==> src/irq_ctrl_params.svh <==
// register offsets, field positions and reset values for the interrupt slice
`ifndef IRQ_CTRL_PARAMS_SVH
`define IRQ_CTRL_PARAMS_SVH
`define OFS_IRQ_ENABLE_CTRL_1 12'h000
`define OFS_IRQ_PRIORITY_CTRL_15 12'h004
`define OFS_IRQ_PRIORITY_CTRL_16 12'h008
`define OFS_CORE_CTRL 12'h00C
`define OFS_CORE_STATUS 12'h010
`define IRQ_ENABLE_CTRL_1_IMPL_MASK 16'h20DB
`define IRQ_PRIORITY_CTRL_15_IMPL_MASK 16'h7000
`define IRQ_PRIORITY_CTRL_16_IMPL_MASK 16'h0070
`define IRQ_PRIORITY_CTRL_15_RESET 16'h4000
`define IRQ_PRIORITY_CTRL_16_RESET 16'h0040
`define IRQ_ENABLE_CTRL_1_RESET 16'h0000
`define BIT_EXT_IRQ2 13
`define BIT_CAPTURE8 7
`define BIT_CAPTURE7 6
`define BIT_EXT_IRQ1 4
`define BIT_CHANGE_NOTIFY 3
`define BIT_I2C_MASTER 1
`define BIT_I2C_SLAVE 0
`define PWM_FAULT_A_LSB 12
`define UART_ERROR_LSB 4
`define ALT_TABLE_SELECT_BIT 15
`define RESET_PC 24'h000000
`endif

==> src/irq_ctrl_pkg.sv <==
// types shared by the interrupt slice
package irq_ctrl_pkg;
    typedef struct packed {
        logic [11:0] addr;
        logic write;
        logic [31:0] wdata;
    } apb_req_t;
    typedef logic [2:0] prio_t;
    typedef struct packed {
        logic valid;
        prio_t level;
        logic [3:0] source;
        logic alt_table;
    } core_irq_t;
    typedef enum logic [1:0] {ST_IDLE, ST_ACCESS} apb_state_t;
endpackage : irq_ctrl_pkg

==> src/reset_vector_irq_enable_priority.sv <==
// register slice of the interrupt controller and core reset entry logic
`timescale 1ns/1ps
`default_nettype none
`include "irq_ctrl_params.svh"

module reset_vector_irq_enable_priority
    import irq_ctrl_pkg::*;
(
    input wire logic sys_clk_i,
    input wire logic reset_i,
    input wire logic clk_en_i,
    input wire logic psel_i,
    input wire logic penable_i,
    input wire logic pwrite_i,
    input wire logic [11:0] paddr_i,
    input wire logic [31:0] pwdata_i,
    input wire logic [8:0] irq_req_i,
    output logic [31:0] prdata_o,
    output logic pready_o,
    output logic pslverr_o,
    output logic [8:0] irq_pass_o,
    output logic irq_valid_o,
    output logic [2:0] irq_level_o,
    output logic [3:0] irq_source_o,
    output logic alt_table_o,
    output logic [23:0] fetch_pc_o
);
    logic [15:0] enable_reg;
    logic [15:0] prio15_reg;
    logic [15:0] prio16_reg;
    logic alt_sel_reg;
    logic [23:0] pc_reg;
    logic [31:0] rdata_reg;
    logic ready_reg;
    logic err_reg;
    logic [8:0] pass_reg;
    core_irq_t irq_reg;
    core_irq_t irq_next;
    logic [8:0] gated;
    logic [2:0] src_prio [0:8];
    logic [15:0] wdata16;

    // bus decode
    wire logic setup_phase = psel_i && !penable_i;
    wire logic hit_iec = paddr_i == `OFS_IRQ_ENABLE_CTRL_1;
    wire logic hit_irq_priority_ctrl_15 = paddr_i == `OFS_IRQ_PRIORITY_CTRL_15;
    wire logic hit_irq_priority_ctrl_16 = paddr_i == `OFS_IRQ_PRIORITY_CTRL_16;
    wire logic hit_ctrl = paddr_i == `OFS_CORE_CTRL;
    wire logic hit_stat = paddr_i == `OFS_CORE_STATUS;
    wire logic mapped = hit_iec || hit_irq_priority_ctrl_15 || hit_irq_priority_ctrl_16 || hit_ctrl || hit_stat;
    wire logic do_write = setup_phase && pwrite_i && mapped;
    assign wdata16 = pwdata_i[15:0];

    // per-source priority: only the two sources with fields here have one
    // sources without a field default to level 1
    genvar gi;
    generate
        for (gi = 0; gi < 9; gi = gi + 1)
        begin : g_src
            if (gi == 7)
            begin : g_flt
                assign src_prio[gi] = prio15_reg[`PWM_FAULT_A_LSB +: 3];
            end
            else if (gi == 8)
            begin : g_uart
                assign src_prio[gi] = prio16_reg[`UART_ERROR_LSB +: 3];
            end
            else
            begin : g_def
                assign src_prio[gi] = 3'h1;
            end
            // enable gates requests 0 to 6 only; zero priority blocks any request
            if (gi < 7)
            begin : g_en
                localparam int BITPOS = (gi == 0) ? `BIT_I2C_SLAVE :
                    (gi == 1) ? `BIT_I2C_MASTER : (gi == 2) ? `BIT_CHANGE_NOTIFY :
                    (gi == 3) ? `BIT_EXT_IRQ1 : (gi == 4) ? `BIT_CAPTURE7 :
                    (gi == 5) ? `BIT_CAPTURE8 : `BIT_EXT_IRQ2;
                assign gated[gi] = irq_req_i[gi] && enable_reg[BITPOS] && (src_prio[gi] != 3'h0);
            end
            else
            begin : g_noen
                assign gated[gi] = irq_req_i[gi] && (src_prio[gi] != 3'h0);
            end
        end
    endgenerate

    // highest level wins; lowest index breaks ties
    // field value is the level
    always_comb
    begin
        irq_next = '0;
        irq_next.alt_table = alt_sel_reg;
        for (int i = 8; i >= 0; i--)
        begin
            if (gated[i] && (!irq_next.valid || src_prio[i] >= irq_next.level))
            begin
                irq_next.valid = 1'b1;
                irq_next.level = src_prio[i];
                irq_next.source = 4'(i);
            end
        end
    end

    wire logic [31:0] read_mux =
        hit_iec ? {16'h0000, enable_reg} :
        hit_irq_priority_ctrl_15 ? {16'h0000, prio15_reg} :
        hit_irq_priority_ctrl_16 ? {16'h0000, prio16_reg} :
        hit_ctrl ? {16'h0000, alt_sel_reg, 15'h0000} :
        hit_stat ? {8'h00, pc_reg} : 32'h0000_0000;

    // reset loads the register reset values directly, no vector involved
    always_ff @(posedge sys_clk_i)
    begin
        if (reset_i)
        begin
            enable_reg <= `IRQ_ENABLE_CTRL_1_RESET;
            prio15_reg <= `IRQ_PRIORITY_CTRL_15_RESET;
            prio16_reg <= `IRQ_PRIORITY_CTRL_16_RESET;
            alt_sel_reg <= 1'b0;
        end
        else if (clk_en_i && do_write)
        begin
            if (hit_iec)
                enable_reg <= wdata16 & `IRQ_ENABLE_CTRL_1_IMPL_MASK;
            if (hit_irq_priority_ctrl_15)
                prio15_reg <= wdata16 & `IRQ_PRIORITY_CTRL_15_IMPL_MASK;
            if (hit_irq_priority_ctrl_16)
                prio16_reg <= wdata16 & `IRQ_PRIORITY_CTRL_16_IMPL_MASK;
            if (hit_ctrl)
                alt_sel_reg <= wdata16[`ALT_TABLE_SELECT_BIT];
        end
    end

    // one wait-free access phase: answer ready in the access cycle
    always_ff @(posedge sys_clk_i)
    begin
        if (reset_i)
        begin
            rdata_reg <= 32'h0000_0000;
            ready_reg <= 1'b0;
            err_reg <= 1'b0;
        end
        else if (clk_en_i)
        begin
            ready_reg <= setup_phase;
            err_reg <= setup_phase && !mapped;
            rdata_reg <= (setup_phase && !pwrite_i) ? read_mux : 32'h0000_0000;
        end
    end

    // fetch counter starts at zero and steps by two
    always_ff @(posedge sys_clk_i)
    begin
        if (reset_i)
            pc_reg <= `RESET_PC;
        else if (clk_en_i)
            pc_reg <= pc_reg + 24'h000002;
    end

    always_ff @(posedge sys_clk_i)
    begin
        if (reset_i)
        begin
            pass_reg <= 9'h000;
            irq_reg <= '0;
        end
        else if (clk_en_i)
        begin
            pass_reg <= gated;
            irq_reg <= irq_next;
        end
    end

    assign prdata_o = rdata_reg;
    assign pready_o = ready_reg;
    assign pslverr_o = err_reg;
    assign irq_pass_o = pass_reg;
    assign irq_valid_o = irq_reg.valid;
    assign irq_level_o = irq_reg.level;
    assign irq_source_o = irq_reg.source;
    assign alt_table_o = irq_reg.alt_table;
    assign fetch_pc_o = pc_reg;
endmodule : reset_vector_irq_enable_priority
`default_nettype wire

==> config.mk <==
export PLATFORM = sky130hd
export DESIGN_NAME = reset_vector_irq_enable_priority
export DESIGN_NICKNAME = d
export VERILOG_FILES = /design/src/irq_ctrl_pkg.sv /design/src/reset_vector_irq_enable_priority.sv
export VERILOG_INCLUDE_DIRS = /design/src
export SDC_FILE = /design/constraint.sdc
export NUM_CORES = 1
export LEC_CHECK = 0
export ABC_CLOCK_PERIOD_IN_PS = 2400
export BUFFER_PORTS_ARGS = -buffer_cell sky130_fd_sc_hd__buf_2
export CORE_MARGIN = 1
export CORE_UTILIZATION = 35
export DETAILED_ROUTE_END_ITERATION = 7
export GPL_TIMING_DRIVEN = 0
export HOLD_SLACK_MARGIN = 0.08
export PLACE_DENSITY = 0.56
export SLEW_MARGIN = 10
export SYNTH_ARGS = -nofsm -noshare
export SYNTH_HDL_FRONTEND = slang
export SYNTH_SLANG_ARGS = --single-unit
==> constraint.sdc <==
create_clock -name sys_clk_i -period 2.4 [get_ports sys_clk_i]
set_input_delay 0 -clock sys_clk_i [delete_from_list [all_inputs] [get_ports sys_clk_i]]
set_output_delay 0 -clock sys_clk_i [all_outputs]
set_load 0.05 [all_outputs]
==> flow_summary_export.csv <==
group,metric,value,unit
placed_design,port_buffers,101,
clocking,cts.htree.levels,3,
logic_synthesis,yosys_most_used_dff,"dfxtp_1",
logic_synthesis,synth_area_leader_cell,"dfxtp_1",
logic_synthesis,synthDominantCellAreaShare,0.432,
final_layout,largest_reg_flops,24,
power_and_ir_drop,cellInternalPower,2.18,mW
floorplanning,boundaryPins,135,
setup_path,crit_end,"irq_source_o[2]",
setup_path,rrSetupSlack,0.19,ns
timing,finalMaxSlewViolations,0,
setup_path,start_kind,"register",
final_layout,antennaDiodeCount,0,
setup_path,required,2.64,ns
timing,slew_headroom,0.499,
floorplanning,die_area,11100,um2
routing,totalWireLength,11100,um
power_and_ir_drop,p_sw_frac,0.250,
timing,finClkSkew,0.00988,ns
global_routing,grt_max_degree,15,
final_layout,final_cell_mix,"103 x buf_2, 80 x dfxtp_1, 64 x nor2_1",
routing,drt_first_pass_iters,4,
setup_path,arrival,2.46,ns
clocking,cts_tree,"done",
clocking,clockBufferDepth,2,
final_layout,drive_gt1_frac,0.256,
global_routing,grt_pass1_vias,3350,
floorplanning,dieWidth,106,um
logic_synthesis,ys_seq_elements,81,
placed_design,globalplace.congestion,0.884,
setup_path,worst_setup_path_end_kind,"register",
setup_path,critical_path_peak_fanout,6,
power_and_ir_drop,ir_drop,0.347,mV
global_routing,grtUsageTotal,0.206,
floorplanning,initial_core_util,0.362,
final_layout,area_delta_synth_final,30.2,%
clocking,clock_sinks,81,
floorplanning,core,10400,um2
setup_path,worst-setup-path-type,"reg -> reg",
timing,period_minus_slack,2.21,ns
final_layout,nets,633,
logic_synthesis,synth_edf_count,0,
final_layout,final_common_cell,"buf_2",
setup_path,rr_startpoint,"prio16_reg[6]",
clocking,clkLatencyLatePin,0.34,ns
global_routing,overflow,0,
power_and_ir_drop,power,2.91,mW
power_and_ir_drop,p_per_area,595,nW/um2
clocking,root_buffer,"clkbuf_8",
logic_synthesis,synth_area_leaders,"dfxtp_1 43%, nor2_1 6.4%, nand2_1 4.9%",
global_routing,antenna_found_initial,0,
power_and_ir_drop,power.leakage,2.12,nW
logic_synthesis,avgSynthCellArea,8.66,um2
setup_path,crit_start,"prio16_reg[6]",
setup_path,rr_endpoint,"irq_source_o[2]",
timing,period_share,0.923,
global_routing,grt_pass1_wl,17600,um
timing,setup_tns,0,ns
setup_path,r2r_cells,8,
run_status,status,"completed",
placed_design,dpl.hpwl,8380,um
run,maxCapViolations,0,
routing,antenna_left,0,
routing,vias,3619,
clocking,numCtsBuffers,9,
routing,first_iter_violations,157,
logic_synthesis,ys.warnings.count,0,
timing,setup_viol,0,
logic_synthesis,syn-cell-area,3750,um2
floorplanning,row_count,37,
logic_synthesis,synthDistinctLibCells,55,
power_and_ir_drop,combinationalPowerShare,0.107,
timing,rsz0062_at_grt,"no",
logic_synthesis,async_flop_share,0,
power_and_ir_drop,p_sw,0.726,mW
timing,fmax,452,MHz
routing,drc,0,
logic_synthesis,postSynthCellCount,433,
clocking,clkTransAtPathRegs,0.08,ns
floorplanning,die_h,106,um
logic_synthesis,synth-seq-area-share,0.432,
routing,wl_per_cell,15.6,um
power_and_ir_drop,seqPwrFrac,0.471,
timing,hold_violations,0,
hold_path,hold_class,"in -> reg",
timing,worst_pin_slew,0.744,ns
routing,via_per_inst,5.09,
power_and_ir_drop,p_clk_frac,0.422,
==> power by group through the flow <==
| stage | combinational (mW) | clock [mW] | sequential (mW) |
|---|---|---|---|
| finish | 0.311 | 1.23 | 1.37 |
| global route | 0.334 | 1.31 | 1.37 |
| CTS | 0.309 | 1.26 | 1.37 |
| detailed placement | 0.286 | 0 | 1.40 |
| global placement | 0.285 | 0 | 1.40 |
| floorplan | 0.145 | 0 | 1.45 |
==> per-layer routing <==
metal	vias up	global-route usage	wire (um)
li1	1788	-	-
met1	1720	0.271	5180
met2	105	0.346	5300
met3	6	0.0421	503
met4	0	0.0476	129
met5	-	0	0
==> how the worst min path moves through the flow <==
stage,start,endpoint,cells past startpoint
floorplan,pwdata_i[14],prio15_reg[14],1
global placement,pwdata_i[14],prio15_reg[14],2
detailed placement,pwdata_i[14],prio15_reg[14],2
CTS,pwrite_i,prdata_o[6],4
global route,pwrite_i,prdata_o[6],4
finish,pwrite_i,prdata_o[6],4
==> layout make-up <==
cell class,count,area [um2]
Clock inverter,6,115
Sequential cell,81,1620
Timing Repair Buffer,118,676
Clock buffer,10,138
Buffer,31,168
Tap cell,136,170
Multi-Input combinational cell,322,1970
Fill cell,1077,5490
Inverter,7,26.3
==> stage by stage <==
| step | setup slack (ns) | cells | util | instance area, um2 | hold slack [ns] |
|---|---|---|---|---|---|
| 2_1_floorplan | 0.315 | 441 | - | 3780 | 0.118 |
| 3_3_place_gp | 0.0596 | 678 | 0.430 | 4460 | 0.216 |
| 3_5_place_dp | 0.0636 | 678 | 0.430 | 4460 | 0.221 |
| 4_1_cts | 0.0318 | 711 | 0.470 | 4880 | 0.0928 |
| 5_1_grt | 0.0130 | 711 | 0.471 | 4880 | 0.105 |
| 6_report | 0.185 | 711 | 0.471 | 4880 | 0.112 |
==> synthesized netlist by cell type (2+ instances only) <==
| cell type | n |
|---|---|
| a21o_1 | 2 |
| inv_1 | 7 |
| xnor2_1 | 6 |
| nand2_1 | 49 |
| buf_2 | 2 |
| a211oi_1 | 2 |
| clkbuf_1 | 13 |
| and4_4 | 2 |
| and3_1 | 5 |
| and2_1 | 3 |
| ha_1 | 4 |
| nor2b_1 | 9 |
| buf_1 | 4 |
| a22oi_1 | 22 |
| a32oi_1 | 2 |
| nand3_1 | 20 |
| o21bai_1 | 2 |
| o21ai_0 | 15 |
| nand3b_1 | 3 |
| buf_4 | 11 |
| dfxtp_1 | 81 |
| or3_1 | 5 |
| mux2i_1 | 17 |
| nor2_1 | 64 |
| nor3_1 | 4 |
| a211o_1 | 2 |
| a21oi_1 | 27 |
| nor4_4 | 2 |
| or4_1 | 2 |
| a22o_1 | 6 |
| xor2_1 | 11 |
| nand4_1 | 6 |
==> worst max-delay path, stage by stage (launching register included) <==
cell and delay, ns:
dfxtp_1 0.46, nand2_1 0.09, ha_1 0.30, a21oi_1 0.17, o21ai_2 0.13, o21a_2 0.24
o221ai_2 0.39, a211oi_1 0.12, a22o_1 0.22
==> cells by family after synthesis <==
group	Yosys count	share of synthesized area
and+or+nand+nor	183	0.247
AOI/OAI and AO/OA	92	0.170
muxes	17	0.0454
adders and majority gates	4	0.0133
other	1	0.00100
DFF	81	0.432
buffers and inverters	38	0.0517
xor gates and xnor gates	17	0.0397
==> repair_timing <==
item / CTS / global route
hold buffers: 17 / 0
setup buffers: 0 / 0
resized for setup: 0 / 3
endpoints found under the setup margin: 0 / 7
hold endpoints to repair: 22 / 0
Power figures use the tool's default switching activity.
